===== src/hdl/ptsp_defines.svh =====
// Constants for the expansion-bus target: command codes, address step, reset values.
// Assumes inclusion by bare name from the package and the target module.
`ifndef PTSP_DEFINES_SVH
`define PTSP_DEFINES_SVH

// Bus command codes on the command/byte-enable lines
`define PTSP_CMD_INTACK  4'h0
`define PTSP_CMD_SPECIAL 4'h1
`define PTSP_CMD_IORD    4'h2
`define PTSP_CMD_IOWR    4'h3
`define PTSP_CMD_RSVD4   4'h4
`define PTSP_CMD_MEMRD   4'h6
`define PTSP_CMD_MEMWR   4'h7
`define PTSP_CMD_CFGRD   4'ha
`define PTSP_CMD_CFGWR   4'hb

// Burst address step of one DWORD
`define PTSP_ADDR_STEP   32'h0000_0004
// Low address bits that must be zero for a type-0 configuration access
`define PTSP_CFG_TYPE0   2'h0

// Reset values of the sampled frame line and of driven strobes
`define PTSP_RST_HIGH    1'h1
`define PTSP_RST_LOW     1'h0
`define PTSP_RST_WORD    32'h0000_0000

`endif


===== src/hdl/ptsp_pkg.sv =====
// Types shared by the expansion-bus target and its surroundings.
// Assumes ptsp_defines.svh is on the include path.
package ptsp_pkg;
  `include "ptsp_defines.svh"

  // Bus steps, one bit flipping per step except TURN back to IDLE; 2'b10 is illegal
  typedef enum logic [1:0] {
    PTSP_IDLE = 2'b00,
    PTSP_DATA = 2'b01,
    PTSP_TURN = 2'b11
  } ptsp_step_t;

  // Parity-error line phases
  typedef enum logic [1:0] {
    PTSP_PERR_OFF  = 2'b00,
    PTSP_PERR_LOW  = 2'b01,
    PTSP_PERR_HIGH = 2'b11
  } ptsp_perr_t;

  // Sampled bus inputs (active-low lines keep the N suffix)
  typedef struct packed {
    logic        frameN;
    logic        irdyN;
    logic [3:0]  cbeN;
    logic        idsel;
    logic [31:0] ad;
    logic        par;
  } ptsp_bus_in_t;

  // Driven bus outputs with enables, high while driving
  typedef struct packed {
    logic [31:0] ad;
    logic        adOe;
    logic        par;
    logic        parOe;
    logic        trdyN;
    logic        devselN;
    logic        stopN;
    logic        ctlOe;
    logic        perrN;
    logic        perrOe;
    logic        serrN;
    logic        serrOe;
  } ptsp_bus_out_t;

  // Write transfer towards the user side
  typedef struct packed {
    logic        strobe;
    logic [31:0] addr;
    logic [31:0] data;
    logic [3:0]  be;
    logic [3:0]  cmd;
  } ptsp_wr_t;

  // Whole state of the target
  typedef struct packed {
    ptsp_step_t  step;
    ptsp_perr_t  perr;
    logic        frameQ;
    logic        ready;
    logic        isRead;
    logic        special;
    logic        chkAddr;
    logic        chkData;
    logic        chkSpec;
    logic        calcPar;
    logic        serrOe;
    logic [31:0] addr;
    logic [3:0]  cmd;
    logic [31:0] adOut;
    logic        adOe;
    logic        parOut;
    logic        parOe;
    logic        trdyN;
    logic        devselN;
    logic        ctlOe;
    ptsp_wr_t    wr;
  } ptsp_state_t;
endpackage : ptsp_pkg


===== src/hdl/ptsp_target.sv =====
// Expansion-bus target: decode, handshake, byte lanes, parity checking and
// error reporting on the parity-error and system-error lines.
// Assumes pads outside resolve enables into wires, pull-ups on shared lines.
//
// Overview of operation
// RQ1: Shared lines driven high one clock, then released
// RQ2: Another driver waits one idle cycle after release
// RQ3: Bus controller pull-up holds shared lines inactive
// RQ4: Parity-error line low two clocks after error
// RQ5: Data parity errors to parity line, special to system
// RQ6: Parity status only after claim and completed phase
// RQ7: Address and special-cycle parity errors raise system error
// RQ8: System error driven low exactly one clock
// RQ9: System error released, never driven high
// RQ10: Shared address/data lines, address then data phases
// RQ11: Address and command taken when frame first asserted
// RQ12: I/O byte addresses, memory/configuration DWORD addresses
// RQ13: Write data valid with initiator, read with target
// RQ14: Word moves only when both ready lines asserted
// RQ15: Least significant byte on lines 0 to 7
// RQ16: Claim and complete I/O reads and writes
// RQ17: Ignore interrupt acknowledge, special cycle, reserved 0100
// RQ18: Claim memory reads and writes in window
// RQ19: Claim configuration accesses when device select input high
// RQ20: Even parity, valid one clock after phase
// RQ21: Sample all bus inputs on rising clock edge
// RQ22: Check parity on address and completed write phases
`timescale 1ns/100ps
`include "ptsp_defines.svh"

module ptsp_target
  import ptsp_pkg::*;
#(
  parameter logic [31:0] IO_BASE  = 32'h0000_03c0,
  parameter logic [31:0] IO_MASK  = 32'hffff_fff0,
  parameter logic [31:0] MEM_BASE = 32'hf000_0000,
  parameter logic [31:0] MEM_MASK = 32'hff00_0000
)(
  // Clock, reset, enable
  input  wire logic          clk,
  input  wire logic          rstn,
  input  wire logic          ce,
  // Bus side
  input  wire ptsp_bus_in_t  busIn,
  output      ptsp_bus_out_t busOut,
  // User read port, data expected in the cycle of the request
  output      logic          rdReq,
  output      logic [31:0]   rdAddr,
  output      logic [3:0]    rdCmd,
  input  wire logic [31:0]   rdData,
  // User write port
  output      ptsp_wr_t      wrOut
);

  ptsp_state_t s;
  ptsp_state_t next_s;
  logic        addrPhase;
  logic        claim;
  logic        inPar;

  // Address phase: first cycle frame is seen low while idle
  assign addrPhase = ce && (s.step == PTSP_IDLE) && !busIn.frameN && s.frameQ; // see RQ11
  assign inPar     = ^{busIn.ad, busIn.cbeN}; // see RQ20

  // Decode: I/O by byte address, memory and configuration by DWORD
  always_comb
  begin
    claim = 1'b0;
    unique case (busIn.cbeN)
      `PTSP_CMD_IORD, `PTSP_CMD_IOWR:
        claim = (busIn.ad & IO_MASK) == IO_BASE; // see RQ12 see RQ16
      `PTSP_CMD_MEMRD, `PTSP_CMD_MEMWR:
        claim = (busIn.ad[31:2] & MEM_MASK[31:2]) == MEM_BASE[31:2]; // see RQ18
      `PTSP_CMD_CFGRD, `PTSP_CMD_CFGWR:
        claim = busIn.idsel && (busIn.ad[1:0] == `PTSP_CFG_TYPE0); // see RQ19
      default:
        claim = 1'b0; // see RQ17
    endcase
  end

  // Next-state logic for the whole target
  always_comb
  begin
    next_s           = s;
    next_s.frameQ    = busIn.frameN; // see RQ21
    next_s.wr.strobe = 1'b0;
    next_s.serrOe    = 1'b0;
    next_s.chkAddr   = 1'b0;
    next_s.chkData   = 1'b0;
    next_s.chkSpec   = 1'b0;
    // Read parity trails the data lines by one clock
    next_s.parOe     = s.adOe; // see RQ20
    next_s.parOut    = ^{s.adOut, busIn.cbeN};

    // Parity-error line: low, high one clock, released
    unique case (s.perr)
      PTSP_PERR_LOW:  next_s.perr = PTSP_PERR_HIGH; // see RQ1
      PTSP_PERR_HIGH: next_s.perr = PTSP_PERR_OFF;
      default:        next_s.perr = PTSP_PERR_OFF;
    endcase
    if (s.chkData && (busIn.par != s.calcPar))
      next_s.perr = PTSP_PERR_LOW; // see RQ4 see RQ5 see RQ6
    // System error one-clock pulses
    if ((s.chkAddr || s.chkSpec) && (busIn.par != s.calcPar))
      next_s.serrOe = 1'b1; // see RQ7 see RQ8

    // Special cycles are watched, never claimed
    if (s.special && !busIn.irdyN)
    begin
      next_s.chkSpec = 1'b1; // see RQ5
      next_s.calcPar = inPar;
      if (busIn.frameN)
        next_s.special = 1'b0;
    end

    unique case (s.step)
      PTSP_IDLE:
      begin
        if (addrPhase)
        begin
          next_s.chkAddr = 1'b1; // see RQ22
          next_s.calcPar = inPar;
          next_s.addr    = busIn.ad; // see RQ10 see RQ11
          next_s.cmd     = busIn.cbeN;
          next_s.special = busIn.cbeN == `PTSP_CMD_SPECIAL;
          next_s.isRead  = !busIn.cbeN[0];
          if (claim)
          begin
            next_s.step    = PTSP_DATA;
            next_s.devselN = 1'b0;
            next_s.ctlOe   = 1'b1;
            next_s.ready   = 1'b0;
          end
        end
      end
      PTSP_DATA:
      begin
        if (!s.ready)
        begin
          // Fetch phase; read data loaded on the same clock as the target signals ready
          next_s.ready = 1'b1;
          next_s.trdyN = 1'b0;
          if (s.isRead)
          begin
            next_s.adOut = rdData; // see RQ13 see RQ15
            next_s.adOe  = 1'b1;
          end
        end
        else if (!busIn.irdyN)
        begin
          // Both ready lines low: the word moves
          next_s.ready = 1'b0; // see RQ14
          next_s.trdyN = 1'b1;
          next_s.addr  = s.addr + `PTSP_ADDR_STEP;
          if (!s.isRead)
          begin
            next_s.wr.strobe = 1'b1; // see RQ13
            next_s.wr.addr   = s.addr;
            next_s.wr.data   = busIn.ad; // see RQ15
            next_s.wr.be     = ~busIn.cbeN;
            next_s.wr.cmd    = s.cmd;
            next_s.chkData   = 1'b1; // see RQ22
            next_s.calcPar   = inPar;
          end
          if (busIn.frameN)
          begin
            next_s.step    = PTSP_TURN;
            next_s.devselN = 1'b1; // see RQ1
            next_s.adOe    = 1'b0;
          end
        end
      end
      PTSP_TURN:
      begin
        // Control lines were high for one clock; release them
        next_s.step  = PTSP_IDLE; // see RQ1 see RQ2
        next_s.ctlOe = 1'b0;
      end
      default:
      begin
        next_s.step  = PTSP_IDLE;
        next_s.ctlOe = 1'b0;
        next_s.adOe  = 1'b0;
      end
    endcase
  end

  // State register with synchronous reset and clock enable
  always_ff @(posedge clk)
  begin
    if (!rstn)
    begin
      s         <= '0;
      s.step    <= PTSP_IDLE;
      s.perr    <= PTSP_PERR_OFF;
      s.frameQ  <= `PTSP_RST_HIGH;
      s.trdyN   <= `PTSP_RST_HIGH;
      s.devselN <= `PTSP_RST_HIGH;
      s.adOut   <= `PTSP_RST_WORD;
    end
    else if (ce)
      s <= next_s;
  end

  // Output wiring from state flops
  always_comb
  begin
    busOut.ad      = s.adOut;
    busOut.adOe    = s.adOe;
    busOut.par     = s.parOut;
    busOut.parOe   = s.parOe;
    busOut.trdyN   = s.trdyN;
    busOut.devselN = s.devselN;
    busOut.stopN   = `PTSP_RST_HIGH;
    busOut.ctlOe   = s.ctlOe;
    busOut.perrN   = s.perr != PTSP_PERR_LOW;
    busOut.perrOe  = s.perr != PTSP_PERR_OFF;
    busOut.serrN   = `PTSP_RST_LOW; // see RQ9
    busOut.serrOe  = s.serrOe;
  end

  // User read request while fetching
  assign rdReq  = (s.step == PTSP_DATA) && !s.ready && s.isRead;
  assign rdAddr = s.addr;
  assign rdCmd  = s.cmd;
  assign wrOut  = s.wr;
endmodule : ptsp_target


===== config.mk =====
export PLATFORM = sky130hd
export DESIGN_NAME = ptsp_target
export DESIGN_NICKNAME = d
export VERILOG_FILES = /design/src/hdl/ptsp_pkg.sv /design/src/hdl/ptsp_target.sv
export VERILOG_INCLUDE_DIRS = /design/src /design/src/hdl
export SDC_FILE = /design/constraint.sdc
export NUM_CORES = 1
export LEC_CHECK = 0
export ABC_AREA = 0
export BUFFER_PORTS_ARGS = -buffer_cell sky130_fd_sc_hd__buf_2
export CAP_MARGIN = 40
export CORE_MARGIN = 2
export CORE_UTILIZATION = 50
export CTS_CLUSTER_SIZE = 25
export DETAILED_ROUTE_END_ITERATION = 10
export PLACE_DENSITY = 0.84
export SLEW_MARGIN = 25
export SYNTH_ARGS = -nofsm -noshare
export SYNTH_HDL_FRONTEND = slang
export SYNTH_SLANG_ARGS = --single-unit

===== constraint.sdc =====
create_clock -name clk -period 3.3 [get_ports clk]
set_input_delay 0.165 -clock clk [delete_from_list [all_inputs] [get_ports clk]]
set_output_delay 0.165 -clock clk [all_outputs]
set_load 0.005 [all_outputs]

# [Yosys cells after proc, flatten, opt, wreduce, memory -nomap -nowiden]
# Cells that the tools add are included.
[classes] n_addsub=1 n_eq_ne=23 muxes=47 n_bitwise=6 reduce_logical=34
[ops] cell="73-bit two-way mux" count=4
[ops] cell="36-bit XOR reduction" count=2
[ops] cell="32-bit two-way mux" count=2
[ops] cell="32-bit one-hot mux with 2 select lines" count=1
[ops] cell="36-bit two-way mux" count=1
[ops] cell="32-bit by 3-bit adder with 32-bit output (second input constant)" count=1
[ops] cell="28-bit by 6-bit equality test with 1-bit output (second input constant)" count=1
[ops] cell="1-bit two-way mux" count=21
[ops] cell="2-bit two-way mux" count=10
[ops] cell="5-bit AND reduction" count=3
[ops] cell="2-bit inequality test (second input constant)" count=6
[ops] cell="4-bit AND reduction" count=3
[ops] cell="1-bit one-hot mux with 2 select lines" count=5
[ops] cell="1-bit logical AND" count=9
[ops] cell="3-bit inequality test (second input constant)" count=3
[ops] cell="4-bit by 2-bit equality test with 1-bit output (second input constant)" count=2
[ops] cell="4-bit by 3-bit equality test with 1-bit output (second input constant)" count=2
[ops] cell="4-bit equality test (second input constant)" count=2
[ops] cell="8-bit equality test (second input constant)" count=1
[ops] cell="2-bit OR reduction" count=4
[ops] cell="7-bit AND reduction" count=1
[ops] cell="3-bit AND reduction" count=2
[ops] cell="6-bit AND reduction" count=1
[ops] cell="1-bit NOT" count=5
[ops] cell="13 further kinds" count=19
[word_totals] ff_bits=160 input_bits=75 output_inout_bits=153

# [Logic depth before layout (Yosys ltp)]
[depth] depth_word=7 ltp_mapped=11 mapped_depth_nobuf=8

# [Worst setup path after synthesis]
# No wires, ideal clock.
[synth_timing] kind="reg2reg" startpoint="reg s (netlist bit rdAddr[2])" endpoint="reg s (netlist bit rdAddr[30])" setup_time_ns=0.128 arrival_ns=2.194 required_ns=3.172 setup_slack_ns=0.979 stages_incl_launch_ff=8 n_path_buf=0 synth_period_minus_slack_ns=2.321 path_cell_list="dfxtp_1 ha_1 nand2_1 nor4_2 and3_1 mux2_2 a221oi_1 nor2_1"
[synth_between] elab_chain_cells=4
[synth_lines] element="start, declared" line="ptsp_target.sv:55" rtl="ptsp_state_t s;"
[synth_lines] element="start signal, assigned" line="ptsp_target.sv:202" rtl="s <= next_s;"
[synth_lines] element="32-bit by 3-bit adder with 32-bit output (no line)"
[synth_lines] element="32-bit two-way mux" line="ptsp_target.sv:149" rtl="else if (!busIn.irdyN)"
[synth_lines] element="32-bit two-way mux" line="ptsp_target.sv:138" rtl="if (!s.ready)"
[synth_lines] element="32-bit one-hot mux with 2 select lines" line="ptsp_target.sv:116" rtl="unique case (s.step)"
# No other way between the ends. The select of a mux whose other input is x is not followed.
# A chain may end at the register's enable or synchronous reset.

# [Final worst setup path]
[layout_timing] startpoint="reg s[158] in the netlist's numbering" endpoint="reg s (netlist bit rdAddr[29])"
[layout_between] elab_chain_cells=6
[layout_lines] element="2-bit logical NOT" line="ptsp_target.sv:62, ptsp_target.sv:116"
[layout_lines] element="1-bit logical AND (3 in series)" line="ptsp_target.sv:62" rtl="assign addrPhase = ce && (s.step == PTSP_IDLE) && !busIn.frameN && s.frameQ;"
[layout_lines] element="2-bit inequality test (no line)"
[layout_lines] element="5-bit AND reduction (no line)"
# Several ways; a longest one is shown, not always the timed one.

==> flow_metrics.py <==
metrics = {
    "worst_setup_path": {
        "startpoint_type": "flip-flop",
        "crit_fanout": 15,
        "crit_path_end_kind": "flip-flop",
        "crit_type": "flip-flop to flip-flop",
        "critPathRequiredTime_ns": 3.59,
        "worstPathArrival_ns": 2.77,
    },
    "routing": {
        "drt_first_iter_violations": 627,
        "via_count": 7822,
        "drc": 0,
        "wl_per_cell_microns": 16.4,
        "wirelength_microns": 23600,
        "firstDrtPassIters": 8,
        "ant_nets": 0,
        "routed_via_density": 5.44,
    },
    "hold_path": {
        "hold_path.class": "input port to flip-flop",
    },
    "run": {
        "cap_violations": 0,
    },
    "grt": {
        "grt_pass1_wl_microns": 37200,
        "antenna_found_initial": 0,
        "grt_pass1_vias": 7345,
        "grt_max_degree": 54,
        "grt_overflow": 0,
        "grt_use_total": 0.255,
    },
    "final_layout": {
        "fin_nets": 1306,
        "num_antenna_cells": 0,
        "drive_above_1_share": 0.236,
        "nFillCells": 1466,
        "area_growth_pct": 13.4,
        "final_core_util": 0.585,
    },
    "power_and_ir_drop": {
        "peakVddDrop_mv": 0.367,
        "power_density_nw_per_um2": 442,
        "power_switching_uw": 1110,
        "p_int_uw": 3200,
        "clockPowerShare": 0.445,
        "comb_power_share": 0.099,
        "p_seq_frac": 0.455,
        "switching_share": 0.258,
        "leakage_uw": 0.00417,
    },
    "clocking": {
        "htree_levels": 4,
        "cts_buffers": 17,
        "cts_max_path_buffers": 2,
        "clk_latency_ns": 0.43,
        "cts_setup_buffers": 0,
        "clk_pin_slew_ns": 0.07,
        "post_cts_resize_count": 0,
        "cts_tree": "done",
        "hold_buffers": 42,
        "cts_sinks": 159,
        "cts_root_buffer": "clkbuf_16",
    },
    "timing": {
        "worst_pin_slew_ns": 0.722,
        "rsz0062_at_grt": "false",
        "post-route-min-period_ns": 2.48,
        "clock.fmax_mhz": 403,
        "max_slew_margin": 0.518,
        "period_share": 0.752,
        "tns_ns": 0,
        "skew_ns": 0.00926,
        "hold_violations": 0,
        "holdWs_ns": 0.0123,
        "setup_viol": 0,
        "report.final.slew_viol_count": 0,
    },
    "synthesis": {
        "synthTopCellsByCount": "267 x nand2_1, 159 x dfxtp_1, 151 x buf_4",
        "synth-edff-count": 0,
        "synth.cell_area_sq_um": 8610,
        "yosys.area.top_type_share": 0.369,
        "ys_top_cells_by_area": "dfxtp_1 37%, buf_4 13%, nand2_1 12%",
        "syn_avg_cell_area_sq_um": 7.73,
        "seq_area_frac_synth": 0.369,
        "yosysWarningCount": 0,
        "synth_top_cell_by_area": "dfxtp_1",
        "synth_ff_type": "dfxtp_1",
        "synthArstFlopShare": 0,
        "synth_nets": 1216,
        "yosysMostFrequentCell": "nand2_1",
        "synthCells": 1115,
        "synthDistinctLibCells": 64,
        "synth-seq-cells": 159,
    },
    "floorplanning": {
        "die_area_sq_um": 18300,
        "dieWidth_microns": 135,
        "initial_core_util": 0.516,
        "ioPinCount": 228,
        "die_h_microns": 135,
        "rows": 47,
        "core_area_sq_um": 16700,
    },
    "place": {
        "port_buffers": 225,
        "hpwl_microns": 16300,
        "gp_routability_congestion": 0.914,
    },
    "status": {
        "status": "complete, no violations",
    },
}
-- placed cells by master, fill, tap and decap left out, types with 5 or more instances in the layout --
master         count
o22ai_1            7
nand3_1           19
nor3_1             7
a22oi_1            6
and3_1             8
mux2i_1            6
clkbuf_16         17
or3_1              5
nand2_1          266
nand4_1           10
dfxtp_1          159
and2_1             6
buf_2            225
a21o_1             5
a211oi_1           5
a31oi_1            7
o21ai_0           25
xor2_1             5
buf_4             14
inv_1             39
xnor2_1           45
dlygate4sd3_1     42
a21oi_1          147
nor2_1            37
ha_1              26
-- registers in the layout, indices dropped and copies added (netlist names) --
signal  flops
busOut     39
wrOut      72
rdCmd       4
rdAddr     32
s          12
-- routing by layer --
metal,track usage,vias to the layer above,share of wire
met1,0.312,3654,0.40
li1,-,3734,-
met3,0.0726,55,0.091
met2,0.432,379,0.48
met5,0,-,0
met4,0.0839,0,0.025
-- final cells by class --
| type | instances | area (sq um) | area share |
|---|---|---|---|
| Sequential cell | 159 | 3180 | 0.326 |
| Timing Repair Buffer | 283 | 1690 | 0.173 |
| Multi-Input combinational cell | 704 | 3900 | 0.399 |
| Tap cell | 220 | 275 | 0.0282 |
| Clock inverter | 14 | 131 | 0.0134 |
| Inverter | 40 | 153 | 0.0156 |
| Clock buffer | 18 | 439 | 0.0450 |
-- power groups by stage --
stage                     combinational [uW]  clock, uW  sequential [uW]
after CTS                                418       1950             1970
final                                    428       1920             1970
after global routing                     458       2030             1970
after global placement                   372          0             2010
after detailed placement                 377          0             2010
after floorplan                          261          0             2000
-- logic make-up (layout without fill, tap and decap cells) --
logic type               count (synthesis)  in the layout  share of synthesized area
AND/OR/NAND/NOR                        384            384                      0.194
buffers and inverters                  252            355                      0.179
AO/OA/AOI/OAI                          233            233                      0.156
flip-flops                             159            159                      0.369
XOR/XNOR                                51             51                     0.0534
adder cells (fa/ha/maj)                 26             26                     0.0378
multiplexers                             8              8                    0.00959
other                                    2              2                   0.000872
-- final timing paths --
kind              cells past startpoint       from         end  slack, ns
hold / removal                        3  busIn[20]   wrOut[27]       0.01
hold reg to reg                       2  wrOut[61]   wrOut[61]       0.45
setup / recovery                      9     s[158]  rdAddr[29]       0.82
setup reg to reg                      9     s[158]  rdAddr[29]       0.82
-- stage by stage --
stage	instances	total power, uW	setup WS (ns)	area (sq um)
detailed placement	1364	2390	0.878	8780
floorplan	1115	2260	0.979	8610
finish	1438	4320	0.819	9770
global placement	1363	2380	0.953	8760
global route	1438	4450	0.662	9770
CTS	1438	4330	0.877	9770
-- critical path, stage by stage, from the launching register on --
cell and delay (ns):
dfxtp_1 0.36, inv_1 0.06, ha_1 0.31, nand4b_1 0.14, buf_4 0.19, a221o_1 0.52, buf_4 0.32, nor2_1 0.10
a222oi_1 0.29, nor2_1 0.07
Note: power is estimated with default switching activity, not from simulation.
